[config.mk]
export PLATFORM = sky130hd
export DESIGN_NAME = dtcal_regs
export DESIGN_NICKNAME = d
export VERILOG_FILES = /design/src/rtl/dtcal_pkg.sv /design/src/rtl/dtcal_phase_if.sv /design/src/rtl/dtcal_phase_calc.sv /design/src/rtl/dtcal_regs.sv
export SDC_FILE = /design/constraint.sdc
export NUM_CORES = 2
export LEC_CHECK = 0
export BUFFER_PORTS_ARGS = -buffer_cell sky130_fd_sc_hd__buf_4
export CAP_MARGIN = 20
export CORE_MARGIN = 4
export CORE_UTILIZATION = 50
export CTS_CLUSTER_DIAMETER = 80
export CTS_CLUSTER_SIZE = 28
export DETAILED_ROUTE_END_ITERATION = 8
export PLACE_DENSITY = 0.67
export SLEW_MARGIN = 5
export SYNTH_ARGS = -nofsm -noshare
export SYNTH_HDL_FRONTEND = slang
export SYNTH_HIERARCHICAL = 1
export SYNTH_SLANG_ARGS = --single-unit
[constraint.sdc]
create_clock -name clk -period 10.25 [get_ports clk]
set_input_delay 2.05 -clock clk [delete_from_list [all_inputs] [get_ports clk]]
set_output_delay 2.05 -clock clk [all_outputs]
set_load 0.02 [all_outputs]
[src/rtl/dtcal_pkg.sv]
// dtcal_pkg: command codes, reset values, field layouts and word-format helpers
package dtcal_pkg;

	// ********************************************
	// command codes of the register group
	// ********************************************
	localparam logic [7:0] DTCAL_CMD_DEAD_TIME_LIMIT = 8'hbf;
	localparam logic [7:0] DTCAL_CMD_PHASE0_SENSE_GAIN = 8'hca;
	localparam logic [7:0] DTCAL_CMD_PHASE1_SENSE_GAIN = 8'hcb;
	localparam logic [7:0] DTCAL_CMD_PHASE0_CURRENT_OFFSET = 8'hcc;
	localparam logic [7:0] DTCAL_CMD_PHASE1_CURRENT_OFFSET = 8'hcd;
	localparam logic [7:0] DTCAL_CMD_RAMP_FLOOR_VOLTAGE = 8'hce;

	// ********************************************
	// values after reset
	// ********************************************
	localparam logic [15:0] DTCAL_RST_DEAD_TIME_LIMIT = 16'h3838;
	localparam logic [15:0] DTCAL_RST_SENSE_GAIN = 16'haa66;
	localparam logic [15:0] DTCAL_RST_CURRENT_OFFSET = 16'h0000;
	localparam logic [15:0] DTCAL_RST_RAMP_FLOOR_VOLTAGE = 16'hf258;

	// ********************************************
	// field layouts
	// ********************************************
	localparam int DTCAL_DT_HL_MSB = 14;
	localparam int DTCAL_DT_HL_LSB = 8;
	localparam int DTCAL_DT_LH_MSB = 6;
	localparam int DTCAL_DT_LH_LSB = 0;
	localparam logic [15:0] DTCAL_DT_USED_MASK = 16'h7f7f;
	localparam logic [6:0] DTCAL_DT_RANGE_MAX_NS = 7'h3c;
	localparam int DTCAL_EXP_MSB = 15;
	localparam int DTCAL_EXP_LSB = 11;
	localparam int DTCAL_MANT_MSB = 10;
	localparam int DTCAL_MANT_LSB = 0;

	// ********************************************
	// arithmetic constants
	// ********************************************
	localparam int DTCAL_FRAC_BITS = 8;
	localparam logic signed [6:0] DTCAL_FRAC_SHIFT = 7'sh08;
	localparam logic signed [15:0] DTCAL_MA_PER_A = 16'sh03e8;
	localparam logic [5:0] DTCAL_DIV_STEPS = 6'h20;
	localparam int DTCAL_PHASES = 2;

	// fixed point with DTCAL_FRAC_BITS fraction bits, sign kept
	function automatic logic signed [39:0] dtcal_lin11_to_fix(input logic [15:0] w);
		logic signed [6:0] s;
		logic signed [39:0] y;
		s = {{2{w[DTCAL_EXP_MSB]}}, w[DTCAL_EXP_MSB:DTCAL_EXP_LSB]} + DTCAL_FRAC_SHIFT;
		y = {{29{w[DTCAL_MANT_MSB]}}, w[DTCAL_MANT_MSB:DTCAL_MANT_LSB]};
		if (s >= 7'sh00) begin
			return y <<< s[5:0];
		end
		return y >>> 6'(-s);
	endfunction : dtcal_lin11_to_fix

endpackage : dtcal_pkg

[src/rtl/dtcal_phase_if.sv]
// dtcal_phase_if: per-phase link between register bank and current calculator
`timescale 1ns/1ps
interface dtcal_phase_if;
	logic start;
	logic signed [15:0] sense_uv;
	logic [15:0] gain_word;
	logic [15:0] offset_word;
	logic busy;
	logic done;
	logic fault;
	logic signed [31:0] current_ma;

	modport ctrl (output start, output sense_uv, output gain_word, output offset_word,
		input busy, input done, input fault, input current_ma);
	modport calc (input start, input sense_uv, input gain_word, input offset_word,
		output busy, output done, output fault, output current_ma);
endinterface : dtcal_phase_if

[src/rtl/dtcal_phase_calc.sv]
// dtcal_phase_calc: output current of one phase from sense voltage, gain and offset
`timescale 1ns/1ps
module dtcal_phase_calc (
	input wire logic clk,
	input wire logic srst,
	dtcal_phase_if.calc pif
);
	import dtcal_pkg::*;

	typedef enum logic [1:0] {DTCAL_IDLE, DTCAL_DIVIDE, DTCAL_FINISH} dtcal_calc_state_type;

	dtcal_calc_state_type state_q;
	logic [5:0] step_q;
	logic [32:0] rem_q;
	logic [31:0] quo_q;
	logic [31:0] den_q;
	logic neg_q;
	logic signed [55:0] off_ma_q;
	logic busy_q;
	logic done_q;
	logic fault_q;
	logic signed [31:0] current_q;
	logic signed [39:0] gain_fix;
	logic signed [39:0] off_fix;
	logic [32:0] rem_sh;
	logic signed [55:0] total;

	assign gain_fix = dtcal_lin11_to_fix(pif.gain_word);
	assign off_fix = dtcal_lin11_to_fix(pif.offset_word);
	assign rem_sh = {rem_q[31:0], quo_q[31]};
	assign total = (neg_q ? -$signed({24'h000000, quo_q}) : $signed({24'h000000, quo_q})) + off_ma_q;

	// ********************************************
	// restoring divider, one quotient bit a cycle
	// ********************************************
	always_ff @(posedge clk) begin
		if (srst) begin
			state_q <= DTCAL_IDLE;
			step_q <= 6'h00;
			rem_q <= 33'h000000000;
			quo_q <= 32'h00000000;
			den_q <= 32'h00000000;
			neg_q <= 1'b0;
			off_ma_q <= 56'sh0;
		end else begin
			case (state_q)
				DTCAL_IDLE: begin
					if (pif.start) begin
						// uV over milliohm gives mA; numerator carries the gain's fraction plus our own
						neg_q <= pif.sense_uv[15];
						quo_q <= {(pif.sense_uv[15] ? 16'(-pif.sense_uv) : pif.sense_uv), 16'h0000};
						rem_q <= 33'h000000000;
						den_q <= (gain_fix[39:32] != 8'h00) ? 32'hffffffff : gain_fix[31:0];
						off_ma_q <= 56'(off_fix) * 56'(DTCAL_MA_PER_A);
						step_q <= 6'h00;
						state_q <= DTCAL_DIVIDE;
					end
				end
				DTCAL_DIVIDE: begin
					if (rem_sh >= {1'b0, den_q}) begin
						rem_q <= rem_sh - {1'b0, den_q};
						quo_q <= {quo_q[30:0], 1'b1};
					end else begin
						rem_q <= rem_sh;
						quo_q <= {quo_q[30:0], 1'b0};
					end
					step_q <= step_q + 6'h01;
					if (step_q == DTCAL_DIV_STEPS - 6'h01) begin
						state_q <= DTCAL_FINISH;
					end
				end
				DTCAL_FINISH: begin
					state_q <= DTCAL_IDLE;
				end
				default: begin
					state_q <= DTCAL_IDLE;
				end
			endcase
		end
	end

	// ********************************************
	// result and handshake
	// ********************************************
	always_ff @(posedge clk) begin
		if (srst) begin
			busy_q <= 1'b0;
			done_q <= 1'b0;
			fault_q <= 1'b0;
			current_q <= 32'sh0;
		end else begin
			done_q <= 1'b0;
			if (state_q == DTCAL_IDLE && pif.start) begin
				busy_q <= 1'b1;
			end
			if (state_q == DTCAL_FINISH) begin
				busy_q <= 1'b0;
				done_q <= 1'b1;
				// a zero or negative gain cannot scale; report offset only and flag it
				fault_q <= (den_q == 32'h00000000) || den_q[31];
				current_q <= (den_q == 32'h00000000 || den_q[31]) ? 32'(off_ma_q >>> DTCAL_FRAC_BITS)
					: 32'(total >>> DTCAL_FRAC_BITS);
			end
		end
	end

	assign pif.busy = busy_q;
	assign pif.done = done_q;
	assign pif.fault = fault_q;
	assign pif.current_ma = current_q;

endmodule : dtcal_phase_calc

[src/rtl/dtcal_regs.sv]
// dtcal_regs: dead-time limit, per-phase current calibration and ramp floor register group
`timescale 1ns/1ps
module dtcal_regs (
	input wire logic clk,
	input wire logic srst,
	input wire logic [7:0] cmd_code,
	input wire logic cmd_wr,
	input wire logic cmd_rd,
	input wire logic [15:0] cmd_wdata,
	input wire logic write_protect,
	output logic [15:0] cmd_rdata,
	output logic cmd_rvalid,
	output logic cmd_ack,
	output logic cmd_nack,
	input wire logic adapt_en,
	input wire logic [6:0] adapt_hl_ns,
	input wire logic [6:0] adapt_lh_ns,
	output logic [6:0] dt_hl_ns,
	output logic [6:0] dt_lh_ns,
	input wire logic sense_strobe,
	input wire logic [dtcal_pkg::DTCAL_PHASES-1:0][15:0] sense_uv,
	output logic [dtcal_pkg::DTCAL_PHASES-1:0][31:0] current_ma,
	output logic [dtcal_pkg::DTCAL_PHASES-1:0] current_valid,
	output logic [dtcal_pkg::DTCAL_PHASES-1:0] gain_fault,
	input wire logic ramp_active,
	input wire logic [15:0] ramp_target_mv,
	output logic [15:0] ramp_setpoint_mv
);
	import dtcal_pkg::*;

	// ********************************************
	// storage
	// ********************************************
	logic [15:0] dead_time_limit_q;
	logic [DTCAL_PHASES-1:0][15:0] sense_gain_q;
	logic [DTCAL_PHASES-1:0][15:0] current_offset_q;
	logic [15:0] ramp_floor_voltage_q;

	logic [15:0] cmd_rdata_q;
	logic cmd_rvalid_q;
	logic cmd_ack_q;
	logic cmd_nack_q;
	logic [6:0] dt_hl_q;
	logic [6:0] dt_lh_q;
	logic [DTCAL_PHASES-1:0][31:0] current_q;
	logic [DTCAL_PHASES-1:0] current_valid_q;
	logic [DTCAL_PHASES-1:0] gain_fault_q;
	logic [15:0] ramp_setpoint_q;

	logic mapped;
	logic [15:0] rd_word;
	logic wr_ok;
	logic [6:0] lim_hl;
	logic [6:0] lim_lh;
	logic signed [39:0] floor_fix;
	logic signed [39:0] floor_int;
	logic [15:0] floor_mv;

	// ********************************************
	// command decode
	// ********************************************
	always_comb begin
		mapped = 1'b1;
		rd_word = 16'h0000;
		case (cmd_code)
			DTCAL_CMD_DEAD_TIME_LIMIT: rd_word = dead_time_limit_q & DTCAL_DT_USED_MASK;
			DTCAL_CMD_PHASE0_SENSE_GAIN: rd_word = sense_gain_q[0];
			DTCAL_CMD_PHASE1_SENSE_GAIN: rd_word = sense_gain_q[1];
			DTCAL_CMD_PHASE0_CURRENT_OFFSET: rd_word = current_offset_q[0];
			DTCAL_CMD_PHASE1_CURRENT_OFFSET: rd_word = current_offset_q[1];
			DTCAL_CMD_RAMP_FLOOR_VOLTAGE: rd_word = ramp_floor_voltage_q;
			default: mapped = 1'b0;
		endcase
	end

	// protected words refuse writes while protection is on
	assign wr_ok = cmd_wr && mapped && !write_protect;

	// ********************************************
	// register writes
	// ********************************************
	always_ff @(posedge clk) begin
		if (srst) begin
			dead_time_limit_q <= DTCAL_RST_DEAD_TIME_LIMIT;
			ramp_floor_voltage_q <= DTCAL_RST_RAMP_FLOOR_VOLTAGE;
		end else if (wr_ok) begin
			if (cmd_code == DTCAL_CMD_DEAD_TIME_LIMIT) begin
				// unused bits are dropped at the write, so they can never steer anything
				dead_time_limit_q <= cmd_wdata & DTCAL_DT_USED_MASK;
			end
			if (cmd_code == DTCAL_CMD_RAMP_FLOOR_VOLTAGE) begin
				ramp_floor_voltage_q <= cmd_wdata;
			end
		end
	end

	genvar gp;
	generate
		for (gp = 0; gp < DTCAL_PHASES; gp++) begin : g_phase_regs
			always_ff @(posedge clk) begin
				if (srst) begin
					sense_gain_q[gp] <= DTCAL_RST_SENSE_GAIN;
					current_offset_q[gp] <= DTCAL_RST_CURRENT_OFFSET;
				end else if (wr_ok) begin
					if (cmd_code == DTCAL_CMD_PHASE0_SENSE_GAIN + 8'(gp)) begin
						sense_gain_q[gp] <= cmd_wdata;
					end
					if (cmd_code == DTCAL_CMD_PHASE0_CURRENT_OFFSET + 8'(gp)) begin
						current_offset_q[gp] <= cmd_wdata;
					end
				end
			end
		end
	endgenerate

	// ********************************************
	// read data and command status
	// ********************************************
	always_ff @(posedge clk) begin
		if (srst) begin
			cmd_rdata_q <= 16'h0000;
			cmd_rvalid_q <= 1'b0;
			cmd_ack_q <= 1'b0;
			cmd_nack_q <= 1'b0;
		end else begin
			cmd_rvalid_q <= cmd_rd && mapped && !cmd_wr;
			cmd_rdata_q <= (cmd_rd && mapped && !cmd_wr) ? rd_word : 16'h0000;
			cmd_ack_q <= wr_ok || (cmd_rd && mapped && !cmd_wr);
			// both strobes at once is taken as a write; the read is dropped
			cmd_nack_q <= ((cmd_wr || cmd_rd) && !mapped) || (cmd_wr && mapped && write_protect);
		end
	end

	// ********************************************
	// dead-time limiting, shared by both phases
	// ********************************************
	// limits above the documented range are held at its top
	assign lim_hl = (dead_time_limit_q[DTCAL_DT_HL_MSB:DTCAL_DT_HL_LSB] > DTCAL_DT_RANGE_MAX_NS) ? DTCAL_DT_RANGE_MAX_NS
		: dead_time_limit_q[DTCAL_DT_HL_MSB:DTCAL_DT_HL_LSB];
	assign lim_lh = (dead_time_limit_q[DTCAL_DT_LH_MSB:DTCAL_DT_LH_LSB] > DTCAL_DT_RANGE_MAX_NS) ? DTCAL_DT_RANGE_MAX_NS
		: dead_time_limit_q[DTCAL_DT_LH_MSB:DTCAL_DT_LH_LSB];

	always_ff @(posedge clk) begin
		if (srst) begin
			dt_hl_q <= 7'h00;
			dt_lh_q <= 7'h00;
		end else if (adapt_en) begin
			dt_hl_q <= (adapt_hl_ns > lim_hl) ? lim_hl : adapt_hl_ns;
			dt_lh_q <= (adapt_lh_ns > lim_lh) ? lim_lh : adapt_lh_ns;
		end else begin
			dt_hl_q <= adapt_hl_ns;
			dt_lh_q <= adapt_lh_ns;
		end
	end

	// ********************************************
	// per-phase current calculation
	// ********************************************
	generate
		for (gp = 0; gp < DTCAL_PHASES; gp++) begin : g_phase_calc
			dtcal_phase_if pif ();

			// a strobe while the divider is busy is dropped; the next one catches up
			assign pif.start = sense_strobe && !pif.busy;
			assign pif.sense_uv = sense_uv[gp];
			assign pif.gain_word = sense_gain_q[gp];
			assign pif.offset_word = current_offset_q[gp];

			dtcal_phase_calc u_calc (
				.clk(clk),
				.srst(srst),
				.pif(pif)
			);

			always_ff @(posedge clk) begin
				if (srst) begin
					current_q[gp] <= 32'h00000000;
					current_valid_q[gp] <= 1'b0;
					gain_fault_q[gp] <= 1'b0;
				end else begin
					current_valid_q[gp] <= pif.done;
					if (pif.done) begin
						current_q[gp] <= pif.current_ma;
						gain_fault_q[gp] <= pif.fault;
					end
				end
			end
		end
	endgenerate

	// ********************************************
	// ramp floor
	// ********************************************
	assign floor_fix = dtcal_lin11_to_fix(ramp_floor_voltage_q);
	assign floor_int = floor_fix >>> DTCAL_FRAC_BITS;
	assign floor_mv = floor_int[39] ? 16'h0000 : ((floor_int[38:16] != 23'h000000) ? 16'hffff : floor_int[15:0]);

	always_ff @(posedge clk) begin
		if (srst) begin
			ramp_setpoint_q <= 16'h0000;
		end else if (ramp_active && ramp_target_mv < floor_mv) begin
			ramp_setpoint_q <= floor_mv;
		end else begin
			ramp_setpoint_q <= ramp_target_mv;
		end
	end

	// ********************************************
	// outputs
	// ********************************************
	assign cmd_rdata = cmd_rdata_q;
	assign cmd_rvalid = cmd_rvalid_q;
	assign cmd_ack = cmd_ack_q;
	assign cmd_nack = cmd_nack_q;
	assign dt_hl_ns = dt_hl_q;
	assign dt_lh_ns = dt_lh_q;
	assign current_ma = current_q;
	assign current_valid = current_valid_q;
	assign gain_fault = gain_fault_q;
	assign ramp_setpoint_mv = ramp_setpoint_q;

endmodule : dtcal_regs

==> results.yml <==
run_status:
  status: "complete, no violations"
route:
  post_drt_wl_per_cell_um: 17.6
  vias_per_cell: 5.76
  drt-initial-drc-count: 3421
  firstDrtPassIters: 8
  num_vias: 42300
  drc: 0
  ant_nets: 0
  drt-total-wl_um: 129000
timing:
  relSlewSlack: 0.252
  finalCriticalPeriod_ns: 8.13
  slew_violations: 0
  fin_skew_ns: 0.0409
  worst_slack_ns: 2.12
  hold_viol: 0
  rsz0062_at_grt: "no"
  tightestPinTransition_ns: 1.12
  fin_crit_sh: 0.793
  setup_viol: 0
  max_freq_ghz: 0.123
  setup_tns_ns: 0
critical_path:
  regToRegEndpoint: "g_phase_calc[0].u_calc/off_ma_q[37]"
  cp.required_ns: 10.78
  crit_type: "reg2reg"
  rr_startpoint: "g_phase_calc[0].pif.offset_word[13]"
  r2r_slack_ns: 2.12
  arrival_ns: 8.66
  rr_worst_depth: 24
  path_max_fanout: 25
  cp-end-kind: "flip-flop"
  startpoint_type: "flip-flop"
power:
  power.density_nw_per_um2: 96.3
  combPwrFrac: 0.194
  power.switching_mw: 1.58
  p_leak_nw: 23.7
  clkPwrFrac: 0.352
  p_total_mw: 5.08
  ir_drop_v: 0.000112
  pwr-share-seq: 0.454
  sw_frac_of_total: 0.310
  p_int_mw: 3.50
clock_tree:
  htree_num_levels: 2
  cts_tree: "done"
  cts_resized: 0
  cts_setup_buffers: 0
  holdBufCountCts: 0
  cts_buffers: 38
  cts_buffer_depth: 3
  clkLatencyLatePin_ns: 0.61
  cts_root_buf: "clkbuf_16"
  clkTransAtPathRegs_ns: 0.09
  cts.sinks: 565
floorplan:
  coreArea_um2: 96600
  pin_count: 211
  fp.dieH_um: 320
  die_w_um: 320
  die_area_um2: 102000
  initial_core_util: 0.503
  num_rows: 114
logic_synthesis:
  async_flop_share: 0
  synth.avg_cell_area_um2: 8.09
  ys.flop_type: "dfxtp_1"
  synth_area_um2: 48600
  synth.distinct_cells: 108
  ys_warn_count: 6
  yosys_register_bits: 565
  syn-instance-count: 6006
  yosysSeqAreaShare: 0.233
  synth_edf_count: 0
grt:
  gr-usage-all-layers: 0.245
  grt_max_degree: 80
  overflow: 0
  antenna_found_initial: 1
  grt_pass1_vias: 39900
  grt_pass1_wl_um: 211000
place:
  io_buffers: 210
  pre_cts_ws_ns: 1.65
  post-dp-hpwl_um: 99400
  gp_congestion: 0.904
run:
  cap_violations: 0
worst_hold_path:
  hold_class: "reg2reg"
  whs_endpoint: "g_phase_calc[0].u_calc/pif.current_ma[10]"
  holdCritStartpoint: "g_phase_calc[0].u_calc/pif.current_ma[10]"
  hold_depth: 2
finish:
  layout-drive-gt1-share: 0.0819
  area_delta_synth_final_pct: 8.46
  final_nets: 6761
==> synthesized netlist by cell type, drive strengths merged (31+ instances only) <==
cell type | instances | area [um2]
a211oi | 66 | 495
a21o | 105 | 788
a21oi | 417 | 2090
a221oi | 68 | 619
a22o | 62 | 543
a22oi | 107 | 803
a31oi | 49 | 307
and3 | 41 | 257
buf | 47 | 265
clkbuf | 243 | 912
dfxtp | 565 | 11300
fa | 238 | 4760
ha | 391 | 4890
inv | 725 | 2720
mux2 | 48 | 541
mux2i | 216 | 2160
mux4 | 31 | 698
nand2 | 714 | 2680
nand2b | 60 | 390
nand3 | 97 | 498
nand4 | 35 | 219
nor2 | 397 | 1490
nor2b | 53 | 332
nor3 | 75 | 375
nor4 | 33 | 213
o21a | 50 | 375
o21ai | 350 | 1750
o31ai | 42 | 315
xnor2 | 205 | 1800
xor2 | 79 | 692
==> state kept, by name, summed over array words and instances (netlist names), 4 cells and up <==
register / cells
cmd_rdata: 16
current_ma: 64
dead_time_limit_q: 14
dt_hl_ns: 7
dt_lh_ns: 7
g_phase_calc.pif.gain_word: 32
g_phase_calc.pif.offset_word: 32
g_phase_calc.u_calc/den_q: 64
g_phase_calc.u_calc/off_ma_q: 74
g_phase_calc.u_calc/pif.current_ma: 64
g_phase_calc.u_calc/quo_q: 64
g_phase_calc.u_calc/rem_q: 64
g_phase_calc.u_calc/state_q: 4
g_phase_calc.u_calc/step_q: 12
ramp_floor_voltage_q: 16
ramp_setpoint_mv: 16
==> power groups by stage <==
stage / clock (mW) / combinational (mW) / sequential (mW)
6_report: 1.79 / 0.983 / 2.31
3_3_place_gp: 0 / 0.956 / 2.35
3_5_place_dp: 0 / 0.967 / 2.36
4_1_cts: 1.84 / 0.973 / 2.31
5_1_grt: 1.92 / 1.09 / 2.31
2_1_floorplan: 0 / 0.722 / 2.35
==> routing by layer <==
metal | vias up | GRT usage | share of wire
li1 | 20900 | - | -
met1 | 20200 | 0.357 | 0.48
met2 | 1091 | 0.384 | 0.44
met3 | 147 | 0.0360 | 0.060
met4 | 0 | 0.0580 | 0.023
met5 | - | 0 | 0
==> worst max-delay path by stage <==
stage                                             start                             endpoint  slack, ns  depth (start not counted)
floorplan           g_phase_calc[0].pif.offset_word[11]  g_phase_calc[0].u_calc/off_ma_q[38]       2.44                         29
global placement    g_phase_calc[1].pif.offset_word[12]  g_phase_calc[1].u_calc/off_ma_q[38]       1.92                         27
detailed placement  g_phase_calc[1].pif.offset_word[12]  g_phase_calc[1].u_calc/off_ma_q[38]       1.65                         27
CTS                 g_phase_calc[1].pif.offset_word[12]  g_phase_calc[1].u_calc/off_ma_q[38]       1.65                         27
global route        g_phase_calc[0].pif.offset_word[12]  g_phase_calc[0].u_calc/off_ma_q[37]       1.37                         25
finish              g_phase_calc[0].pif.offset_word[13]  g_phase_calc[0].u_calc/off_ma_q[37]       2.12                         24
==> cells by family (layout without fill, tap and decap cells) <==
kind of cell / Yosys count / after routing / share of synthesized area
other: 1 / 3 / 0.0000771
multiplexers: 295 / 295 / 0.0700
adder cells (fa/ha/maj): 629 / 629 / 0.199
flip-flops: 565 / 565 / 0.233
AO/OA/AOI/OAI: 1575 / 1575 / 0.214
buffers and inverters: 1025 / 1083 / 0.0810
XOR/XNOR: 284 / 284 / 0.0512
AND/OR/NAND/NOR: 1632 / 1632 / 0.152
==> stage by stage <==
| step | instance area (um2) | utilization | hold WS (ns) | instances |
|---|---|---|---|---|
| detailed placement | 51100 | 0.530 | 0.444 | 7263 |
| floorplan | 48600 | - | 0.425 | 6007 |
| global placement | 51100 | 0.530 | 0.436 | 7262 |
| global route | 52700 | 0.546 | 0.491 | 7341 |
| CTS | 52600 | 0.545 | 0.465 | 7330 |
| finish | 52700 | 0.546 | 0.463 | 7342 |
==> cells in the final DEF (no fill, tap or decap), types with 49 or more instances in the layout <==
master	netlist	final
o21a_1	50	50
a22oi_1	107	107
xor2_1	79	79
nand3_1	96	94
nor3_1	75	70
a22o_1	62	62
a31oi_1	49	49
a21oi_1	416	414
inv_1	721	721
mux2i_1	216	216
ha_1	391	391
a21o_1	105	105
a221oi_1	66	66
dfxtp_1	565	563
nand2b_1	58	58
nand2_1	714	714
fa_1	238	238
xnor2_1	205	205
a211oi_1	66	66
nor2b_1	53	53
o21ai_0	344	343
nor2_1	396	394
buf_4	1	273
==> worst max-delay path, stage by stage, from the launching register on <==
cell,delay (ns)
dfxtp_1,0.94
nor3_1,0.13
xnor2_1,0.45
nand3_1,0.37
nor2_1,0.30
mux2i_1,0.12
o22ai_1,0.59
inv_1,0.20
fa_1,0.51
fa_1,0.49
inv_1,0.05
fa_1,0.52
inv_1,0.05
fa_1,0.53
inv_1,0.04
ha_1,0.31
o21ai_0,0.12
a21oi_1,0.19
nand2_1,0.12
o41ai_1,0.78
a2111oi_0,0.36
o311ai_0,0.47
xor2_1,0.17
nand2_1,0.06
a21oi_1,0.17
==> cell type report <==
| class | instances | area (um2) |
|---|---|---|
| Timing Repair Buffer | 281 | 2160 |
| Clock inverter | 26 | 465 |
| Clock buffer | 41 | 983 |
| Inverter | 735 | 2760 |
| Fill cell | 9087 | 43800 |
| Multi-Input combinational cell | 4417 | 33400 |
| Antenna cell | 1 | 2.50 |
| Sequential cell | 565 | 11300 |
| Tap cell | 1276 | 1600 |
No activity file was read; power rests on OpenSTA's default activity.
